$ cat src/rtl/popc_params.svh
// Offsets, field positions, reset values and timing of the config bank
`ifndef POPC_PARAMS_SVH
`define POPC_PARAMS_SVH
// Register offsets within a page
`define POPC_OFF_PAGE      8'hff
`define POPC_OFF_DRV       8'h66
`define POPC_OFF_MISC      8'h67
`define POPC_OFF_STATUS    8'h02
`define POPC_OFF_NOTIFY    8'h03
`define POPC_OFF_MASK      8'h04
`define POPC_SHADOW_LO     8'h10
`define POPC_SHADOW_HI     8'h2f
`define POPC_FRAC_LO       8'h2c
// Page numbers
`define POPC_PAGE_OUT      8'h00
`define POPC_PAGE_PLL_A    8'h01
// Field positions
`define POPC_DRV_MSB       2
`define POPC_DLY_LO_MSB    4
`define POPC_DLY_LO_LSB    3
`define POPC_DIVHI_MSB     7
`define POPC_DIVHI_LSB     6
`define POPC_DLY_HI_BIT    4
`define POPC_PIN_MSB       3
`define POPC_LOL_BIT       0
// Reset values
`define POPC_RST_PAGE      8'h00
`define POPC_RST_DRV       8'h00
`define POPC_RST_MISC      8'h00
`define POPC_RST_SHADOW    8'h00
`define POPC_RST_NOTIFY    1'b1
`define POPC_RST_MASK      1'b1
// Fine delay step and its largest count
`define POPC_DLY_STEP_PS   30
`define POPC_DLY_MAX_STEPS 3'h4
`endif

$ cat src/rtl/popc_pkg.sv
// Types shared by the paged PLL configuration bank
package popc_pkg;
	typedef enum logic [2:0] {
		POPC_DRV_LVDS    = 3'h0,
		POPC_DRV_LVPECL  = 3'h1,
		POPC_DRV_CML     = 3'h2,
		POPC_DRV_HCSL    = 3'h3,
		POPC_DRV_LVDS_HI = 3'h4,
		POPC_DRV_LVPECL2 = 3'h5
	} popc_drv_t;

	typedef struct packed {
		logic       wr;
		logic       rd;
		logic [7:0] addr;
		logic [7:0] wdata;
	} popc_req_t;

	typedef struct packed {
		logic [1:0] div_hi;
		logic [2:0] delay_steps;
		popc_drv_t  drv;
		logic       drv_ok;
		logic       ext_term;
		logic       pull_up;
		logic       pull_down;
		logic       cmos_p;
		logic       cmos_n;
		logic       pin_ok;
	} popc_out_cfg_t;
endpackage

$ cat src/rtl/popc_lock_mon.sv
// Loss-of-lock pin synchroniser, live status, sticky notify and mask
`timescale 1ns/1ps
`include "popc_params.svh"
module popc_lock_mon
	import popc_pkg::*;
(
	// Clock, reset, enable
	input  wire logic clock_i,
	input  wire logic reset_n_i,
	input  wire logic ce_i,
	// Raw loss-of-lock level from the PLL
	input  wire logic lol_pin_i,
	// Register writes
	input  wire logic notify_clr_i,
	input  wire logic mask_wr_i,
	input  wire logic mask_wdata_i,
	// State
	output logic      live_o,
	output logic      sticky_o,
	output logic      mask_o,
	output logic      notify_o
);
	logic s1_q, s2_q, s3_q;
	logic live_q, live_d;
	logic sticky_q, sticky_d;
	logic mask_q, mask_d;
	logic notify_q, notify_d;

	// Next state: live follows only once the last two stages agree
	always_comb
	begin
		live_d   = (s2_q == s3_q) ? s3_q : live_q;
		sticky_d = live_q | (sticky_q & ~notify_clr_i);
		mask_d   = mask_wr_i ? mask_wdata_i : mask_q;
		notify_d = sticky_q & ~mask_q;
	end

	// Registers; the first sync stage feeds only the second
	always_ff @(posedge clock_i or negedge reset_n_i)
	begin
		if (!reset_n_i)
		begin
			s1_q     <= 1'b0;
			s2_q     <= 1'b0;
			s3_q     <= 1'b0;
			live_q   <= 1'b0;
			sticky_q <= `POPC_RST_NOTIFY;
			mask_q   <= `POPC_RST_MASK;
			notify_q <= 1'b0;
		end
		else if (ce_i)
		begin
			s1_q     <= lol_pin_i;
			s2_q     <= s1_q;
			s3_q     <= s2_q;
			live_q   <= live_d;
			sticky_q <= sticky_d;
			mask_q   <= mask_d;
			notify_q <= notify_d;
		end
	end

	assign live_o   = live_q;
	assign sticky_o = sticky_q;
	assign mask_o   = mask_q;
	assign notify_o = notify_q;
endmodule

$ cat src/rtl/popc_config_regs.sv
// Paged output and PLL configuration register bank
`timescale 1ns/1ps
`include "popc_params.svh"
// How it works
// - Page register at FFh on every page
// - PLL page 10h-2Fh hold shadow config
// - First PLL ignores feedback-two fraction
// - Driver standard three-bit code decoded
// - Bits 7:6 hold divider bits 25:24
// - Fine delay code gives 0-4 30ps steps
// - Four-bit pin-use code selects output mode
// - Register 67h read/write, resets zero
// - Status bit 0 is live loss-of-lock
// - Sticky notify latches, mask gates it
module popc_config_regs
	import popc_pkg::*;
#(
	parameter int NUM_PLL = 4
)
(
	// Clock, reset, enable
	input  wire logic                 clock_i,
	input  wire logic                 reset_n_i,
	input  wire logic                 ce_i,
	// Register port
	input  wire popc_req_t            req_i,
	output logic [7:0]                rdata_o,
	output logic                      rvalid_o,
	// PLL lock pins
	input  wire logic [NUM_PLL-1:0]   lol_i,
	// Decoded output settings
	output popc_out_cfg_t             out_cfg_o,
	// Feedback-two fraction per PLL
	output logic [NUM_PLL*32-1:0]     frac_n2_o,
	output logic [NUM_PLL-1:0]        frac_valid_o,
	// Lock notification per PLL
	output logic [NUM_PLL-1:0]        notify_o
);
	// Elaboration check; the PLL select is two bits wide
	if (NUM_PLL < 1 || NUM_PLL > 4)
	begin : g_bad_num_pll
		$error("NUM_PLL must be 1 to 4");
	end

	localparam int SH_N = 32;

	logic [7:0]          page_q, page_d;
	logic [7:0]          drv_q, drv_d;
	logic [7:0]          misc_q, misc_d;
	logic [7:0]          shadow_q [NUM_PLL][SH_N];
	logic [7:0]          shadow_d [NUM_PLL][SH_N];
	logic [7:0]          rdata_q, rdata_d;
	logic                rvalid_q, rvalid_d;
	popc_out_cfg_t       cfg_q, cfg_d;
	logic [NUM_PLL*32-1:0] frac_q, frac_d;
	logic [NUM_PLL-1:0]  fvalid_q, fvalid_d;

	logic                on_out_page;
	logic                on_pll_page;
	logic [1:0]          pll_sel;
	logic                in_shadow;
	logic [4:0]          sh_idx;
	logic [7:0]          page_rel;
	logic [NUM_PLL-1:0]  live, sticky, mask, notify;
	logic [NUM_PLL-1:0]  notify_clr, mask_wr;

	// Page decode; accesses follow the page held now
	always_comb
	begin
		page_rel    = page_q - `POPC_PAGE_PLL_A;
		on_out_page = (page_q == `POPC_PAGE_OUT);
		on_pll_page = (page_q >= `POPC_PAGE_PLL_A) &&
			(page_rel < 8'(NUM_PLL));
		pll_sel     = page_rel[1:0];
		in_shadow   = (req_i.addr >= `POPC_SHADOW_LO) &&
			(req_i.addr <= `POPC_SHADOW_HI);
		sh_idx      = 5'(req_i.addr - `POPC_SHADOW_LO);
	end

	// Lock monitor strobes for the addressed PLL only
	always_comb
	begin
		notify_clr = '0;
		mask_wr    = '0;
		if (req_i.wr && on_pll_page)
		begin
			if (req_i.addr == `POPC_OFF_NOTIFY)
				notify_clr[pll_sel] = req_i.wdata[`POPC_LOL_BIT];
			if (req_i.addr == `POPC_OFF_MASK)
				mask_wr[pll_sel] = 1'b1;
		end
	end

	// One monitor per PLL
	generate
		for (genvar p = 0; p < NUM_PLL; p++)
		begin : g_mon
			popc_lock_mon u_mon (
				.clock_i      (clock_i),
				.reset_n_i    (reset_n_i),
				.ce_i         (ce_i),
				.lol_pin_i    (lol_i[p]),
				.notify_clr_i (notify_clr[p]),
				.mask_wr_i    (mask_wr[p]),
				.mask_wdata_i (req_i.wdata[`POPC_LOL_BIT]),
				.live_o       (live[p]),
				.sticky_o     (sticky[p]),
				.mask_o       (mask[p]),
				.notify_o     (notify[p])
			);
		end
	endgenerate

	// Register writes
	always_comb
	begin
		page_d   = page_q;
		drv_d    = drv_q;
		misc_d   = misc_q;
		shadow_d = shadow_q;
		if (req_i.wr)
		begin
			if (req_i.addr == `POPC_OFF_PAGE)
				page_d = req_i.wdata;
			else if (on_out_page && req_i.addr == `POPC_OFF_DRV)
				drv_d = req_i.wdata;
			else if (on_out_page && req_i.addr == `POPC_OFF_MISC)
				misc_d = req_i.wdata;
			else if (on_pll_page && in_shadow)
				shadow_d[pll_sel][sh_idx] = req_i.wdata;
		end
	end

	// Read mux; unmapped offsets answer zero
	always_comb
	begin
		rdata_d  = 8'h00;
		rvalid_d = req_i.rd;
		if (req_i.rd)
		begin
			if (req_i.addr == `POPC_OFF_PAGE)
				rdata_d = page_q;
			else if (on_out_page && req_i.addr == `POPC_OFF_DRV)
				rdata_d = drv_q;
			else if (on_out_page && req_i.addr == `POPC_OFF_MISC)
				rdata_d = misc_q;
			else if (on_pll_page && in_shadow)
				rdata_d = shadow_q[pll_sel][sh_idx];
			else if (on_pll_page && req_i.addr == `POPC_OFF_STATUS)
				rdata_d = {7'h00, live[pll_sel]};
			else if (on_pll_page && req_i.addr == `POPC_OFF_NOTIFY)
				rdata_d = {7'h00, sticky[pll_sel]};
			else if (on_pll_page && req_i.addr == `POPC_OFF_MASK)
				rdata_d = {7'h00, mask[pll_sel]};
		end
	end

	// Output decode; bad codes fall back to a safe LVDS/external mode
	always_comb
	begin
		logic [2:0] code;
		code = {misc_q[`POPC_DLY_HI_BIT],
			drv_q[`POPC_DLY_LO_MSB:`POPC_DLY_LO_LSB]};
		cfg_d = '0;
		cfg_d.div_hi = misc_q[`POPC_DIVHI_MSB:`POPC_DIVHI_LSB];
		// Codes above four clamp; the delay line has four taps
		cfg_d.delay_steps = (code > `POPC_DLY_MAX_STEPS) ?
			`POPC_DLY_MAX_STEPS : code;
		cfg_d.drv_ok = 1'b1;
		case (drv_q[`POPC_DRV_MSB:0])
			3'h0: cfg_d.drv = POPC_DRV_LVDS;
			3'h1: cfg_d.drv = POPC_DRV_LVPECL;
			3'h2: cfg_d.drv = POPC_DRV_CML;
			3'h3: cfg_d.drv = POPC_DRV_HCSL;
			3'h4: cfg_d.drv = POPC_DRV_LVDS_HI;
			3'h5: cfg_d.drv = POPC_DRV_LVPECL2;
			default:
			begin
				cfg_d.drv    = POPC_DRV_LVDS;
				cfg_d.drv_ok = 1'b0;
			end
		endcase
		cfg_d.pin_ok = 1'b1;
		case (misc_q[`POPC_PIN_MSB:0])
			4'h0: cfg_d.ext_term  = 1'b1;
			4'h2: cfg_d.pull_up   = 1'b1;
			4'h1: cfg_d.pull_down = 1'b1;
			4'h4: cfg_d.cmos_p    = 1'b1;
			4'h8: cfg_d.cmos_n    = 1'b1;
			4'hc:
			begin
				cfg_d.cmos_p = 1'b1;
				cfg_d.cmos_n = 1'b1;
			end
			default:
			begin
				cfg_d.ext_term = 1'b1;
				cfg_d.pin_ok   = 1'b0;
			end
		endcase
	end

	// Fraction per PLL; the first PLL has no fraction on this divider
	always_comb
	begin
		frac_d   = '0;
		fvalid_d = '0;
		for (int p = 1; p < NUM_PLL; p++)
		begin
			fvalid_d[p] = 1'b1;
			for (int b = 0; b < 4; b++)
				frac_d[p*32 + b*8 +: 8] = shadow_q[p][28 + b];
		end
	end

	// Registers
	always_ff @(posedge clock_i or negedge reset_n_i)
	begin
		if (!reset_n_i)
		begin
			page_q   <= `POPC_RST_PAGE;
			drv_q    <= `POPC_RST_DRV;
			misc_q   <= `POPC_RST_MISC;
			rdata_q  <= 8'h00;
			rvalid_q <= 1'b0;
			cfg_q    <= '0;
			frac_q   <= '0;
			fvalid_q <= '0;
			for (int p = 0; p < NUM_PLL; p++)
				for (int i = 0; i < SH_N; i++)
					shadow_q[p][i] <= `POPC_RST_SHADOW;
		end
		else if (ce_i)
		begin
			page_q   <= page_d;
			drv_q    <= drv_d;
			misc_q   <= misc_d;
			shadow_q <= shadow_d;
			rdata_q  <= rdata_d;
			rvalid_q <= rvalid_d;
			cfg_q    <= cfg_d;
			frac_q   <= frac_d;
			fvalid_q <= fvalid_d;
		end
	end

	assign rdata_o      = rdata_q;
	assign rvalid_o     = rvalid_q;
	assign out_cfg_o    = cfg_q;
	assign frac_n2_o    = frac_q;
	assign frac_valid_o = fvalid_q;
	assign notify_o     = notify;
endmodule

$ cat config.mk
export PLATFORM = sky130hd
export DESIGN_NAME = popc_config_regs
export DESIGN_NICKNAME = d
export VERILOG_FILES = /design/src/rtl/popc_pkg.sv /design/src/rtl/popc_lock_mon.sv /design/src/rtl/popc_config_regs.sv
export VERILOG_INCLUDE_DIRS = /design/src /design/src/rtl
export SDC_FILE = /design/constraint.sdc
export NUM_CORES = 2
export LEC_CHECK = 0
export BUFFER_PORTS_ARGS = -buffer_cell sky130_fd_sc_hd__buf_2
export CORE_MARGIN = 8
export CORE_UTILIZATION = 35
export CTS_BUF_LIST = sky130_fd_sc_hd__clkbuf_16
export CTS_CLUSTER_DIAMETER = 80
export DETAILED_ROUTE_END_ITERATION = 8
export HOLD_SLACK_MARGIN = 0.1
export SYNTH_ARGS = -nofsm -noshare
export SYNTH_HDL_FRONTEND = slang
export SYNTH_SLANG_ARGS = --single-unit
$ cat constraint.sdc
create_clock -name clock_i -period 4.3 [get_ports clock_i]
set_clock_uncertainty 0.15 [all_clocks]
set_input_delay 0.645 -clock clock_i [delete_from_list [all_inputs] [get_ports clock_i]]
set_output_delay 0.645 -clock clock_i [all_outputs]
set_load 0.01 [all_outputs]
==> impl_metrics.py <==
metrics = {
    "run_status": {
        "run_status": "completed",
    },
    "clock_tree": {
        "cts_tree": "done",
        "clkTransAtPathRegs_ps": 60,
        "cts.sinks": 1197,
        "numCtsBuffers": 132,
        "root_buffer": "clkbuf_16",
        "htreeDepth": 4,
        "cts_setup_buffers": 0,
        "cts_buffer_depth": 3,
        "clock_latency_ps": 770,
    },
    "routing": {
        "routed_via_density": 5.298,
        "vias": 31850,
        "wl_per_cell_um": 25.97,
        "drt_wl_total_um": 156100,
        "ant_nets": 0,
        "drc": 0,
        "drt_iter0_markers": 2361,
        "firstDrtPassIters": 5,
    },
    "yosys": {
        "async_flop_share_pct": 100.0,
        "ys_types": 77,
        "synth_edf_count": 0,
        "ys_ff_latch": 1197,
        "synthCells": 3574,
        "synth_area_um2": 57150,
        "ys.flop_type": "dfrtp_1",
        "avgSynthCellArea_um2": 15.99,
        "yosys_warnings": 0,
        "seq_area_frac_synth_pct": 52.43,
    },
    "place": {
        "dpl_cell_area_um2": 60660,
        "dp_hpwl_um": 102700,
        "port_buffers": 151,
        "globalplace.congestion": 0.8791,
    },
    "grt": {
        "grt_max_degree": 123,
        "grt_usage_pct": 17.61,
        "antenna_found_initial": 9,
        "grt_pass1_wl_um": 235800,
        "grt_pass1_vias": 33540,
        "grt_remaining_overflow": 0,
    },
    "sta": {
        "finalSetupViolCount": 0,
        "min_period_ps": 3856,
        "maxSlewViolCount": 0,
        "relSlewSlack_pct": 18.63,
        "fmax_mhz": 259.4,
        "tns_ps": 0,
        "grt_setup_unrepaired": "no",
        "worstMarginPinSlew_ps": 1221,
        "fin_crit_sh_pct": 89.67,
        "hold_viol_final": 0,
    },
    "finish": {
        "drive_above_1_share_pct": 39.29,
        "final_common_cell": "dfrtp_1",
        "fin_util_pct": 39.86,
        "final_area_um2": 64730,
        "fin_nets": 3770,
        "syn_to_final_growth_pct": 13.25,
        "layout_common_cells": "dfrtp_1 (1,188), mux2_1 (544), mux2_4 (413)",
    },
    "die": {
        "start_util_pct": 35.19,
        "coreArea_um2": 162400,
        "die_area_um2": 176500,
        "rows": 148,
        "chipHeight_um": 420.1,
        "die_w_um": 420.1,
        "io-pin-count": 185,
    },
    "pwr": {
        "p_total_w": 0.02376,
        "p_per_area_nw_per_um2": 367.1,
        "p_leak_nw": 32.51,
        "ir_drop_uv": 340.1,
    },
    "worst_setup_path": {
        "cp.required_ps": 4750,
        "startpoint": "page_q[0]$_DFFE_PN0P_",
        "end_kind": "flop",
        "worstPathMaxFanout": 23,
        "crit_type": "flop to flop",
        "cp-start-kind": "flop",
        "reg2reg_from": "page_q[0]$_DFFE_PN0P_",
        "crit_arrival_ps": 4310,
    },
    "worst_hold_path": {
        "holdCritStartpoint": "req_i[16]",
        "min_path_type": "input port to flop",
    },
    "flow_run": {
        "max_cap_viol_count": 0,
    },
}
[worst max-delay path, cell delays in order, from the launching register on]
cell,delay [ps]
dfrtp_4,520
inv_1,110
ha_4,610
buf_12,270
buf_4,250
mux4_2,360
a221oi_1,740
a31oi_1,300
o2111ai_1,260
a22oi_1,100
[path summary, 6_finish.rpt]
check	slack, ps	endpoint	cells after the start
worst max-delay path	440	rdata_o[5]$_DFFE_PN0P_	9
worst min-delay path	180	rdata_o[5]$_DFFE_PN0P_	3
worst max register to register	440	rdata_o[5]$_DFFE_PN0P_	9
worst min register to register	330	shadow_q[649]$_DFFE_PN0P_	1
max in group asynchronous	2390	shadow_q[248]$_DFFE_PN0P_	3
min in group asynchronous	370	frac_n2_o[37]$_DFFE_PN0P_	2
[registers in the layout, summed over array words and instances, names as in the netlist, 8 cells and up]
register and count:
out_cfg_o 15, page_q 8, frac_n2_o 96, misc_q 8, shadow_q 928, rdata_o 8, frac_d 96, drv_q 8
[layer usage]
layer  part of all wire [%]  vias up  global-route usage (%)
li1                       -    13500                       -
met4                    4.0        2                   6.758
met5                 0.0083        -                       0
met3                    4.5      254                   2.786
met1                     44    17310                   24.49
met2                     47      778                   27.77
[final cells by class]
class                      instances  area, µm²
antenna                            3      7.507
clock buffer                     133       3328
clock inverter                    97      666.9
fill                           14920      97670
inverter                          22      82.58
multi-input combinational       2100      25760
sequential                      1197      29970
tap                             2175       2721
timing repair buffer             284       2188
[stage by stage]
step / instances / hold WS, ps / worst slack, ps
finish: 6011 / 179.1 / 444.4
global route: 6010 / 147.1 / 318.3
CTS: 6008 / 120.7 / 403.2
detailed placement: 5772 / 325.4 / 438.6
global placement: 5772 / 312.4 / 425.9
floorplan: 3606 / 199.4 / 724.6
[power breakdown]
part / internal (W) / leakage, nW / switching, W
clock: 0.00599 / 2.05 / 0.00467
sequential: 0.0114 / 16.6 / 0.0000996
combinational: 0.000533 / 13.9 / 0.00108
total: 0.0179 / 32.5 / 0.00585
[synth_stat cells, drive strengths merged, types with 8 or more instances]
| cell | count | area, µm² |
|---|---|---|
| dfstp | 8 | 210.2 |
| a221oi | 13 | 113.9 |
| a22oi | 28 | 210.2 |
| o22ai | 16 | 100.1 |
| nor3 | 36 | 269.0 |
| nor2 | 63 | 299.0 |
| mux2 | 1169 | 14710 |
| o21ai | 38 | 190.2 |
| a21oi | 33 | 165.2 |
| inv | 22 | 82.58 |
| mux4 | 254 | 5720 |
| nand2 | 216 | 2216 |
| dfrtp | 1189 | 29750 |
| a31oi | 10 | 62.56 |
| nand3 | 20 | 100.1 |
| mux2i | 42 | 420.4 |
| nand2b | 9 | 56.30 |
| and2 | 8 | 50.05 |
| a211oi | 8 | 60.06 |
| ha | 8 | 100.1 |
| a22o | 12 | 105.1 |
| clkbuf | 170 | 638.1 |
| buf | 117 | 843.3 |
[logic make-up after synthesis]
family	synth area share (%)
AOI/OAI and AO/OA	2.384
DFF	52.43
other	0.006562
and+or+nand+nor	5.729
adders and majority gates	0.1927
buffers and inverters	2.737
muxes	36.49
xor gates and xnor gates	0.03066
[repair_timing]
action	CTS	global route
gates resized for setup	0	0
hold buffers	6	0
hold endpoints to repair	102	0
No activity file was read; power rests on OpenSTA's default activity.
